`src/core/icea_pkg.sv`:
```
// Package for the instruction classifier and effective address generator.
// Assumes a 32-bit core; instruction words numbered with bit 31 as the msb.
package icea_pkg;

    localparam logic [31:0] ICEA_PROG_VECTOR   = 32'h0000_0700;
    localparam int          ICEA_PO_MSB        = 31;
    localparam int          ICEA_PO_LSB        = 26;
    localparam int          ICEA_XO_MSB        = 10;
    localparam int          ICEA_XO_LSB        = 1;
    localparam int          ICEA_XO19_MSB      = 10;
    localparam int          ICEA_XO19_LSB      = 1;
    localparam int          ICEA_XOA_MSB       = 5;
    localparam int          ICEA_XOA_LSB       = 1;
    localparam int          ICEA_RA_MSB        = 20;
    localparam int          ICEA_RA_LSB        = 16;

    typedef enum logic [1:0]
    {
        ICEA_CLS_DEFINED  = 2'h0,
        ICEA_CLS_ILLEGAL  = 2'h1,
        ICEA_CLS_RESERVED = 2'h2
    } icea_class_t;

    typedef enum logic [2:0]
    {
        ICEA_AM_REG_IMM  = 3'h0,
        ICEA_AM_REG_REG  = 3'h1,
        ICEA_AM_REG      = 3'h2,
        ICEA_AM_BR_IMM   = 3'h3,
        ICEA_AM_BR_LINK  = 3'h4,
        ICEA_AM_BR_COUNT = 3'h5,
        ICEA_AM_BR_ABS   = 3'h6
    } icea_amode_t;

    typedef struct packed
    {
        logic [31:0] word;
        logic [31:0] pc;
        logic        user_mode;
    } icea_fetch_t;

    typedef struct packed
    {
        logic        valid;
        icea_class_t cls;
        logic        illegal_trap;
        logic        writeback_en;
        logic [31:0] word;
        logic [31:0] pc;
        logic [31:0] vector;
    } icea_dec_t;

    typedef struct packed
    {
        icea_amode_t mode;
        logic [31:0] base;
        logic [31:0] index;
        logic [31:0] link;
        logic [31:0] count;
        logic [31:0] pc;
        logic [2:0]  len_log2;
        logic        little_endian;
    } icea_ea_req_t;

endpackage : icea_pkg

```
`src/core/icea_ea_gen.sv`:
```
// Effective address generator: combinational, 32-bit wraparound arithmetic.
// Assumes operands arrive already selected from the register file.
`timescale 1ns/1ps
module icea_ea_gen
(
    input  icea_pkg::icea_ea_req_t req,
    output logic [31:0]            effective_addr,
    output logic                   misaligned,
    output logic [31:0]            last_byte_addr,
    output logic                   wraps
);
    logic [32:0] sum;
    logic [32:0] end_sum;
    logic [31:0] len_mask;

    always_comb
    begin
        unique case (req.mode)
            icea_pkg::ICEA_AM_REG_IMM:  sum = {1'b0, req.base} + {1'b0, req.index};
            icea_pkg::ICEA_AM_REG_REG:  sum = {1'b0, req.base} + {1'b0, req.index};
            icea_pkg::ICEA_AM_REG:      sum = {1'b0, req.base};
            icea_pkg::ICEA_AM_BR_IMM:   sum = {1'b0, req.pc} + {1'b0, req.index};
            icea_pkg::ICEA_AM_BR_LINK:  sum = {1'b0, req.link & 32'hffff_fffc};
            icea_pkg::ICEA_AM_BR_COUNT: sum = {1'b0, req.count & 32'hffff_fffc};
            icea_pkg::ICEA_AM_BR_ABS:   sum = {1'b0, req.index};
            default:                    sum = {1'b0, req.base};
        endcase
    end

    // Carry out of the msb is dropped
    assign effective_addr = sum[31:0];
    // Address names the lowest byte; length from instruction
    assign len_mask       = (32'h0000_0001 << req.len_log2) - 32'h0000_0001;
    assign end_sum        = {1'b0, effective_addr} + {1'b0, len_mask};
    assign last_byte_addr = end_sum[31:0];
    assign wraps          = end_sum[32];
    // Aligned only at a multiple of the operand length
    assign misaligned     = |(effective_addr & len_mask);
endmodule : icea_ea_gen

```
`src/core/icea_top.sv`:
```
// Instruction class decoder and effective address stage, one cycle registered.
// Assumes fetch presents one word per cycle with valid; same clock domain.
`timescale 1ns/1ps
module icea_top
#(
    parameter bit FPU_PRESENT = 1'b1
)
(
    input  logic                   ref_clk,
    input  logic                   sys_rst,
    input  logic                   fetch_valid,
    input  icea_pkg::icea_fetch_t  fetch,
    input  icea_pkg::icea_ea_req_t ea_req,
    input  logic                   ea_req_valid,
    output icea_pkg::icea_dec_t    dec_out,
    output logic                   ea_valid,
    output logic [31:0]            effective_addr,
    output logic [31:0]            ea_last_byte,
    output logic                   ea_misaligned,
    output logic                   ea_wraps,
    output logic                   ea_little_endian,
    output logic                   priv_user_mode
);

    icea_pkg::icea_dec_t dec_q;
    icea_pkg::icea_dec_t dec_d;
    logic                ea_valid_q;
    logic [31:0]         ea_q;
    logic [31:0]         ea_last_q;
    logic                ea_mis_q;
    logic                ea_wrap_q;
    logic                ea_le_q;
    logic                user_q;
    logic [31:0]         ea_comb;
    logic [31:0]         last_comb;
    logic                mis_comb;
    logic                wrap_comb;

    // X-form extended opcodes under primary 31 used by 32-bit cores
    function automatic logic ext31_ok(input logic [9:0] xo);
        logic [8:0] xo9;
        xo9 = xo[8:0];
        // Arithmetic XO-form: OE bit folded off
        unique case (xo9)
            9'd8, 9'd10, 9'd11, 9'd40, 9'd75, 9'd104, 9'd136, 9'd138,
            9'd200, 9'd202, 9'd232, 9'd234, 9'd235, 9'd266, 9'd459, 9'd491:
                return 1'b1;
            default: ;
        endcase
        // Remaining X-form extended opcodes, one to a line
        unique case (xo)
            10'd0,
            10'd4,
            10'd19,
            10'd20,
            10'd23,
            10'd24,
            10'd26,
            10'd28,
            10'd32,
            10'd54,
            10'd55,
            10'd60,
            10'd83,
            10'd86,
            10'd87,
            10'd119,
            10'd124,
            10'd144,
            10'd146,
            10'd150,
            10'd151,
            10'd183,
            10'd210,
            10'd215,
            10'd242,
            10'd246,
            10'd247,
            10'd278,
            10'd279,
            10'd284,
            10'd306,
            10'd310,
            10'd311,
            10'd316,
            10'd339,
            10'd343,
            10'd370,
            10'd371,
            10'd375,
            10'd407,
            10'd412,
            10'd438,
            10'd439,
            10'd444,
            10'd467,
            10'd470,
            10'd476,
            10'd512,
            10'd533,
            10'd534,
            10'd535,
            10'd536,
            10'd566,
            10'd567,
            10'd595,
            10'd597,
            10'd598,
            10'd599,
            10'd631,
            10'd659,
            10'd661,
            10'd662,
            10'd663,
            10'd695,
            10'd725,
            10'd727,
            10'd759,
            10'd790,
            10'd792,
            10'd824,
            10'd854,
            10'd918,
            10'd922,
            10'd954,
            10'd978,
            10'd982,
            10'd983,
            10'd1010,
            10'd1014:
                return 1'b1;
            default:
                return 1'b0;
        endcase
    endfunction : ext31_ok

    function automatic logic ext19_ok(input logic [9:0] xo);
        unique case (xo)
            10'd0, 10'd16, 10'd33, 10'd50, 10'd129, 10'd150, 10'd193,
            10'd225, 10'd257, 10'd289, 10'd417, 10'd449, 10'd528:
                return 1'b1;
            default:
                return 1'b0;
        endcase
    endfunction : ext19_ok

    // Square roots (22, 26 for 59) are omitted and fall through as illegal
    function automatic logic ext59_ok(input logic [4:0] xa);
        unique case (xa)
            5'd18, 5'd20, 5'd21, 5'd24, 5'd25, 5'd28, 5'd29, 5'd30, 5'd31:
                return 1'b1;
            default:
                return 1'b0;
        endcase
    endfunction : ext59_ok

    function automatic logic ext63_ok(input logic [9:0] xo);
        unique case (xo[4:0])
            5'd18, 5'd20, 5'd21, 5'd23, 5'd25, 5'd26, 5'd28, 5'd29, 5'd30,
            5'd31:
                return 1'b1;
            default: ;
        endcase
        unique case (xo)
            10'd0, 10'd12, 10'd14, 10'd15, 10'd32, 10'd38, 10'd40, 10'd64,
            10'd70, 10'd72, 10'd134, 10'd136, 10'd264, 10'd583, 10'd711:
                return 1'b1;
            default:
                return 1'b0;
        endcase
    endfunction : ext63_ok

    // Fixed-field primaries that 32-bit implementations define
    function automatic logic prim_ok(input logic [5:0] po);
        unique case (po)
            6'd3, 6'd7, 6'd8, 6'd10, 6'd11, 6'd12, 6'd13, 6'd14, 6'd15,
            6'd16, 6'd18, 6'd20, 6'd21, 6'd23, 6'd24, 6'd25, 6'd26, 6'd27,
            6'd28, 6'd29, 6'd32, 6'd33, 6'd34, 6'd35, 6'd36, 6'd37, 6'd38,
            6'd39, 6'd40, 6'd41, 6'd42, 6'd43, 6'd44, 6'd45, 6'd46, 6'd47,
            6'd48, 6'd49, 6'd50, 6'd51, 6'd52, 6'd53, 6'd54, 6'd55:
                return 1'b1;
            default:
                return 1'b0;
        endcase
    endfunction : prim_ok

    function automatic logic fp_prim(input logic [5:0] po);
        return (po >= 6'd48 && po <= 6'd55) || po == 6'd59 || po == 6'd63;
    endfunction : fp_prim

    // Floating loads and stores under primary 31
    function automatic logic fp_ext31(input logic [9:0] xo);
        unique case (xo)
            10'd535,
            10'd567,
            10'd599,
            10'd631,
            10'd663,
            10'd695,
            10'd727,
            10'd759,
            10'd983:
                return 1'b1;
            default:
                return 1'b0;
        endcase
    endfunction : fp_ext31

    logic [5:0] po;
    logic [9:0] xo;
    logic [4:0] xa;
    logic       known;

    assign po = fetch.word[icea_pkg::ICEA_PO_MSB:icea_pkg::ICEA_PO_LSB];
    assign xo = fetch.word[icea_pkg::ICEA_XO_MSB:icea_pkg::ICEA_XO_LSB];
    assign xa = fetch.word[icea_pkg::ICEA_XOA_MSB:icea_pkg::ICEA_XOA_LSB];

    always_comb
    begin
        known = 1'b0;
        unique case (po)
            6'd17:   known = fetch.word[1];
            6'd19:   known = ext19_ok(xo);
            6'd31:   known = ext31_ok(xo)
                             && (FPU_PRESENT || !fp_ext31(xo));
            6'd59:   known = ext59_ok(xa) && FPU_PRESENT;
            6'd63:   known = ext63_ok(xo) && FPU_PRESENT;
            6'd30,
            6'd62:   known = 1'b0;
            default: known = prim_ok(po) && (FPU_PRESENT || !fp_prim(po));
        endcase
    end

    always_comb
    begin
        dec_d       = '0;
        dec_d.valid = fetch_valid;
        dec_d.word  = fetch.word;
        dec_d.pc    = fetch.pc;
        if (fetch.word == 32'h0000_0000)
        begin
            dec_d.cls = icea_pkg::ICEA_CLS_ILLEGAL;
        end
        else if (po == 6'h00)
        begin
            dec_d.cls = icea_pkg::ICEA_CLS_RESERVED;
        end
        else if (known)
        begin
            dec_d.cls = icea_pkg::ICEA_CLS_DEFINED;
        end
        else
        begin
            dec_d.cls = icea_pkg::ICEA_CLS_ILLEGAL;
        end
        // Reserved words are not implemented here, so all of them trap
        dec_d.illegal_trap = fetch_valid && (dec_d.cls != icea_pkg::ICEA_CLS_DEFINED);
        dec_d.vector       = dec_d.illegal_trap ? icea_pkg::ICEA_PROG_VECTOR : 32'h0000_0000;
        dec_d.writeback_en = fetch_valid && !dec_d.illegal_trap;
    end

    always_ff @(posedge ref_clk)
    begin
        if (sys_rst)
        begin
            dec_q <= '0;
        end
        else
        begin
            dec_q <= dec_d;
        end
    end

    // Privilege level only follows fetch; no decoded word can raise it
    always_ff @(posedge ref_clk)
    begin
        if (sys_rst)
        begin
            user_q <= 1'b0;
        end
        else if (fetch_valid)
        begin
            user_q <= fetch.user_mode;
        end
    end

    icea_ea_gen u_ea
    (
        .req            (ea_req),
        .effective_addr (ea_comb),
        .misaligned     (mis_comb),
        .last_byte_addr (last_comb),
        .wraps          (wrap_comb)
    );

    always_ff @(posedge ref_clk)
    begin
        if (sys_rst)
        begin
            ea_valid_q <= 1'b0;
            ea_q       <= 32'h0000_0000;
            ea_last_q  <= 32'h0000_0000;
            ea_mis_q   <= 1'b0;
            ea_wrap_q  <= 1'b0;
            ea_le_q    <= 1'b0;
        end
        else
        begin
            ea_valid_q <= ea_req_valid;
            ea_q       <= ea_comb;
            ea_last_q  <= last_comb;
            ea_mis_q   <= mis_comb;
            ea_wrap_q  <= wrap_comb;
            ea_le_q    <= ea_req.little_endian;
        end
    end

    assign dec_out          = dec_q;
    assign ea_valid         = ea_valid_q;
    assign effective_addr   = ea_q;
    assign ea_last_byte     = ea_last_q;
    assign ea_misaligned    = ea_mis_q;
    assign ea_wraps         = ea_wrap_q;
    assign ea_little_endian = ea_le_q;
    assign priv_user_mode   = user_q;

endmodule : icea_top

```
`config.mk`:
```
export PLATFORM = sky130hd
export DESIGN_NAME = icea_top
export DESIGN_NICKNAME = d
export VERILOG_FILES = /design/src/core/icea_pkg.sv /design/src/core/icea_ea_gen.sv /design/src/core/icea_top.sv
export SDC_FILE = /design/constraint.sdc
export NUM_CORES = 1
export LEC_CHECK = 0
export BUFFER_PORTS_ARGS = -buffer_cell sky130_fd_sc_hd__buf_2
export CAP_MARGIN = 10
export CORE_ASPECT_RATIO = 0.7
export CORE_UTILIZATION = 40
export CTS_CLUSTER_SIZE = 8
export DETAILED_ROUTE_END_ITERATION = 6
export HOLD_SLACK_MARGIN = 0.05
export MAX_ROUTING_LAYER = met4
export PLACE_DENSITY = 0.67
export RECOVER_POWER = 50
export REMOVE_ABC_BUFFERS = 1
export SLEW_MARGIN = 20
export SYNTH_ARGS = -nofsm -noshare
export SYNTH_HDL_FRONTEND = slang
export SYNTH_SLANG_ARGS = --single-unit
```
`constraint.sdc`:
```
create_clock -name ref_clk -period 5.7 [get_ports ref_clk]
set_input_delay 0.285 -clock ref_clk [delete_from_list [all_inputs] [get_ports ref_clk]]
set_output_delay 0.285 -clock ref_clk [all_outputs]
set_load 0.05 [all_outputs]
```
==> results of run 1 <==
-- stage by stage --
stage | power [mW] | instance area [sq um] | hold WS, ns | setup WS, ns
5_1_grt | 4.06 | 13000 | 0.0629 | 0.271
3_3_place_gp | 2.72 | 12400 | 0.473 | 0.471
3_5_place_dp | 2.73 | 12400 | 0.498 | 0.396
6_report | 3.84 | 13000 | 0.0824 | 0.633
4_1_cts | 3.87 | 13200 | 0.0517 | 0.811
2_1_floorplan | 2.27 | 10000 | 0.352 | 0.376
-- layer usage --
metal  global-route usage  vias to the layer above
met1                0.381                     5105
li1                     -                     5440
met5                    -                        -
met2                0.386                      491
met3               0.0451                       22
met4               0.0453                        0
-- Yosys cell counts, types with 14 or more instances --
| cell | count |
|---|---|
| nor2_1 | 127 |
| o21a_1 | 15 |
| xnor2_1 | 29 |
| nand4_1 | 20 |
| a221oi_1 | 16 |
| o21ai_0 | 105 |
| clkbuf_1 | 57 |
| nand2_1 | 70 |
| mux2_2 | 32 |
| dfxtp_1 | 138 |
| a31oi_1 | 21 |
| ha_1 | 68 |
| a21o_1 | 34 |
| buf_4 | 32 |
| inv_1 | 21 |
| nor2b_1 | 100 |
| nor3_1 | 31 |
| xor2_1 | 24 |
| nand3_1 | 28 |
| a21oi_1 | 81 |
| and3_1 | 14 |
-- logic make-up (layout without fill, tap and decap cells) --
kind of cell	Yosys count	in the layout	synth area share
AO/OA/AOI/OAI	401	401	0.252
XOR/XNOR	53	53	0.0437
adder cells (fa/ha/maj)	70	70	0.0838
buffers and inverters	141	456	0.0795
flip-flops	138	138	0.260
multiplexers	42	42	0.0434
other	1	38	0.000353
AND/OR/NAND/NOR	480	480	0.238
-- final timing paths --
check	from	slack [ns]	cells after the start	to
min	fetch[17]	0.08	2	dec_out[48]$_SDFF_PP0_
max reg2reg	priv_user_mode$_SDFFE_PP0P_	5.07	2	priv_user_mode$_SDFFE_PP0P_
min reg2reg	priv_user_mode$_SDFFE_PP0P_	0.51	2	priv_user_mode$_SDFFE_PP0P_
max	ea_req[166]	0.63	25	ea_last_byte[28]$_SDFF_PP0_
-- power breakdown --
group          switching, mW  internal, mW
registers             0.0391          1.07
clock network          0.483         0.635
logic                   1.10         0.510
-- area by class of cell --
class,count,area [sq um]
Tap cell,357,447
Multi-Input combinational cell,1084,7160
Clock inverter,13,131
Inverter,21,78.8
Sequential cell,138,2760
Fill cell,2671,12800
Clock buffer,19,453
Timing Repair Buffer,403,2000
-- state kept, by name, summed over array words and instances, names as in the netlist --
| signal | flops |
|---|---|
| dec_out | 69 |
| ea_misaligned | 1 |
| ea_wraps | 1 |
| priv_user_mode | 1 |
| ea_little_endian | 1 |
| effective_addr | 32 |
| ea_valid | 1 |
| ea_last_byte | 32 |
-- repair_timing --
action | 4_1_cts | 5_1_grt
hold buffers | 18 | 0
buffers inserted | 0 | 0
gates resized for setup | 0 | 0
hold endpoints to repair | 18 | 0
-- critical path: stages --
cell	delay, ns
buf_2	0.10
inv_1	0.07
nand3_1	0.13
buf_12	0.19
mux2_2	0.23
ha_1	0.16
inv_1	0.06
fa_1	0.39
nor2b_1	0.29
o31ai_4	0.10
a211o_2	0.34
a21oi_1	0.19
o21ai_0	0.15
xnor2_1	0.15
nand2_1	0.09
a21oi_1	0.25
ha_1	0.32
and3_1	0.25
and4_1	0.22
a31oi_1	0.15
o21ai_1	0.13
o21ai_0	0.44
o211ai_1	0.27
xnor2_1	0.20
nor2_1	0.06
==> impl_metrics.ini, run 1 <==
[run_status]
status = finished with violations
violations = max-capacitance violations, max-slew violations

[die]
die_w_microns = 197
fp-row-count = 49
core-area_sq_um = 25900
die-area_sq_um = 27300
start_util = 0.411
die_h_microns = 138
ioPinCount = 406

[synthesis]
yosysWarningCount = 0
yosysTopAreaCell = dfxtp_1
synth.cell_area_sq_um = 10600
synth_top_area_share = 0.260
ys_seq_elements = 138
ys_async_sr_fraction = 0
synth-seq-area-share = 0.260
synth_cells = 1326
synth_edf_count = 0
netlist_top_cells_area = dfxtp_1 (26%), ha_1 (8.0%), nor2b_1 (5.9%)
synth_area_per_cell_sq_um = 8.02
synth-main-ff-cell = dfxtp_1
synth_cell_types = 95

[grt]
track_usage = 0.264
grt_max_degree = 91
antenna_found_initial = 0
first_global_vias = 10300
grt_pass1_wl_microns = 56000
grt-ovfl-total = 0

[layout]
stdcell_count = 2035
syn_to_final_growth_pct = 22.6
post-route-util = 0.504
layout_commonest_cell = buf_2
nets = 1971
antenna_cells = 0
drive_gt1_frac = 0.210
mostFrequentLayoutCells = buf_2 (248), dfxtp_1 (138), nor2_1 (127)

[detailed_routing]
drc_errors = 0
firstDrtPassIters = 5
wl_met3_microns = 2730
highest_layer = met4
routedWlPerCell_microns = 17.3
drt-met1-wl_microns = 17300
wl_met2_microns = 15100
drt_iter0_drc = 965
detail-route-antenna-nets = 0
num_vias = 11100
wl_microns = 35300
vias_per_cell = 5.43

[sta]
setup_viol = 0
period_minus_slack_ns = 5.07
worst_pin_slew_ns = 3.94
timing.fmax_mhz = 197
fin_crit_sh = 0.889
skew_ns = 0
slew_violations = 91
max_slew_margin = -1.63
hold_viol = 0
fin_setup_tns_ns = 0
rsz0062_at_grt = false

[worst_setup_path]
cp-start-kind = input pin
worst_ep_required_time_ns = 5.85
crit_path_end_kind = flop
critPathKind = in2reg
arrival_ns = 5.21
crit_fanout = 21

[clock_tree]
clkSinkCount = 138
cts-buffers-inserted = 17
cts_tree = built
clockBufferDepth = 2
htreeDepth = 4
insertion_delay_ns = 0.42
clk_pin_slew_ns = 0.07
cts_root_buf = clkbuf_16

[worst_hold_path]
hold_path.class = in2reg

[placement]
gp_congestion = 0.977
port_buffers = 372
place_inst = 1985
dp_hpwl_microns = 27000

[power_and_ir_drop]
peakVddDrop_v = 0.000226
leakagePower_nw = 5.69
p_per_area_nw_per_um2 = 295

[run]
drv_cap = 1
Power figures use the tool's default switching activity.
==> run 2: changes to the inputs <==
- RECOVER_POWER: 50 -> 100
==> impl_metrics.ini, run 2 (synthesis results as in run 1) <==
[run_status]
status = finished with violations
violations = max-capacitance violations, max-slew violations

[detailed_routing]
routedWlPerCell_microns = 17.4
drc_errors = 0
detail-route-antenna-nets = 0
drt_iter0_drc = 955
num_vias = 11100
vias_per_cell = 5.44
firstDrtPassIters = 5
wl_microns = 35400

[sta]
period_minus_slack_ns = 5.15
hold_ws_ns = 0.0808
fin_setup_tns_ns = 0
slew_violations = 91
hold_viol = 0
skew_ns = 0
max_slew_margin = -1.63
rsz0062_at_grt = false
worst_pin_slew_ns = 3.94
setup_viol = 0
timing.fmax_mhz = 194
fin_crit_sh = 0.904
setup_ws_ns = 0.548

[worst_hold_path]
hold_path.class = in2reg
worstHoldStart = fetch[17]
whs_endpoint = dec_out[48]$_SDFF_PP0_
holdPathStages = 2

[worst_setup_path]
cpLargestDelayFamily = compound AO/OA/AOI/OAI gates
worst-path-buf-inv = 4
slowest_delay_ns = 0.63
critPathKind = in2reg
crit_path_end_kind = flop
worst_ep_required_time_ns = 5.86
cp_slowest_cell = a2111oi_0
arrival_ns = 5.31
r2r_end = priv_user_mode$_SDFFE_PP0P_
r2r_cells = 2
crit_fanout = 21
r2r_slack_ns = 5.05
cp-start-kind = input pin
r2r-start = priv_user_mode$_SDFFE_PP0P_
cp_cell_sequence = buf_2, inv_1, nand3_1, buf_12, mux2_1, ha_1, a21oi_1, o21ai_0, nor3_1, o22ai_1, clkbuf_1, a2111oi_0, xor2_1, o22ai_1, ha_1, a211o_1, or3_1, o21ai_0, a31oi_1, xnor2_1, nor2_1

[layout]
syn_to_final_growth_pct = 22.0
antenna_cells = 0
nets = 1971
finalInstanceArea_sq_um = 13000
layout_commonest_cell = buf_2
largest_reg_flops = 69
mostFrequentLayoutCells = buf_2 (230), clkbuf_1 (143), dfxtp_1 (138)
drive_gt1_frac = 0.195

[clock_tree]
cts_root_buf = clkbuf_16
clockBufferDepth = 2
cts-buffers-inserted = 17
htreeDepth = 4
cts_tree = built
clk_pin_slew_ns = 0.07
cts.repair.resized = 0
clkSinkCount = 138
insertion_delay_ns = 0.42

[die]
die_w_microns = 197
start_util = 0.411
die_h_microns = 138
core-area_sq_um = 25900
die-area_sq_um = 27300
ioPinCount = 406
fp-row-count = 49

[power_and_ir_drop]
p_per_area_nw_per_um2 = 296
clkPwrFrac = 0.292
pwr-share-comb = 0.417
p_int_mw = 2.21
leakagePower_nw = 5.62
p_sw_frac = 0.424
power_switching_mw = 1.63
p_seq_frac = 0.290
peakVddDrop_v = 0.000224

[placement]
place_area_sq_um = 12400
port_buffers = 372
dpl_worst_slack_ns = 0.396
gp_congestion = 0.977
dp_hpwl_microns = 27000

[grt]
grt-ovfl-total = 0
track_usage = 0.264
antenna_found_initial = 0
grt_max_degree = 91
grt_pass1_wl_microns = 56000
first_global_vias = 10300

[run]
drv_cap = 1
==> run 2: timing repair <==
| action | in CTS | in global routing |
|---|---|---|
| hold buffers | 18 | 0 |
| setup buffers | 0 | 0 |
| endpoints found under the hold margin | 18 | 0 |
==> run 2: worst reg2reg max path: stages (launching register included) <==
cell     delay [ns]
dfxtp_1        0.31
mux2i_1        0.13
nor2_1         0.05
==> run 2: layout make-up <==
class	instances	area, sq um
fill	2690	12900
multi-input combinational	1084	7130
sequential	138	2760
timing repair buffer	403	1970
clock buffer	19	453
tap	357	447
clock inverter	13	131
inverter	21	78.8
==> run 2: stage by stage <==
step           utilization  total power, mW  std cells
2_1_floorplan            -             2.27       1243
3_3_place_gp         0.480             2.72       1985
3_5_place_dp         0.480             2.73       1985
4_1_cts              0.510             3.87       2035
5_1_grt              0.501             4.05       2035
6_report             0.501             3.84       2035
==> run 2: layer usage <==
layer	wire [microns]	global-route usage	vias to the layer above
met5	0	-	-
li1	-	-	5442
met1	17300	0.381	5131
met4	266	0.0453	0
met2	15200	0.386	471
met3	2650	0.0451	26
==> run 2: power groups by stage <==
stage	sequential, mW	combinational (mW)	clock, mW
4_1_cts	1.11	1.62	1.15
2_1_floorplan	1.51	0.758	0
3_3_place_gp	1.13	1.59	0
3_5_place_dp	1.13	1.60	0
5_1_grt	1.12	1.74	1.19
6_report	1.11	1.60	1.12
==> run 2: worst max-delay path by stage <==
| stage | from | endpoint | slack, ns | depth (start not counted) |
|---|---|---|---|---|
| 2_1_floorplan | ea_req[166] | ea_last_byte[29]$_SDFF_PP0_ | 0.38 | 22 |
| 3_3_place_gp | ea_req[166] | ea_last_byte[30]$_SDFF_PP0_ | 0.47 | 25 |
| 3_5_place_dp | ea_req[166] | ea_last_byte[30]$_SDFF_PP0_ | 0.40 | 25 |
| 4_1_cts | ea_req[166] | ea_last_byte[28]$_SDFF_PP0_ | 0.81 | 25 |
| 5_1_grt | ea_req[166] | ea_last_byte[27]$_SDFF_PP0_ | 0.26 | 21 |
| 6_report | ea_req[166] | ea_last_byte[27]$_SDFF_PP0_ | 0.55 | 21 |
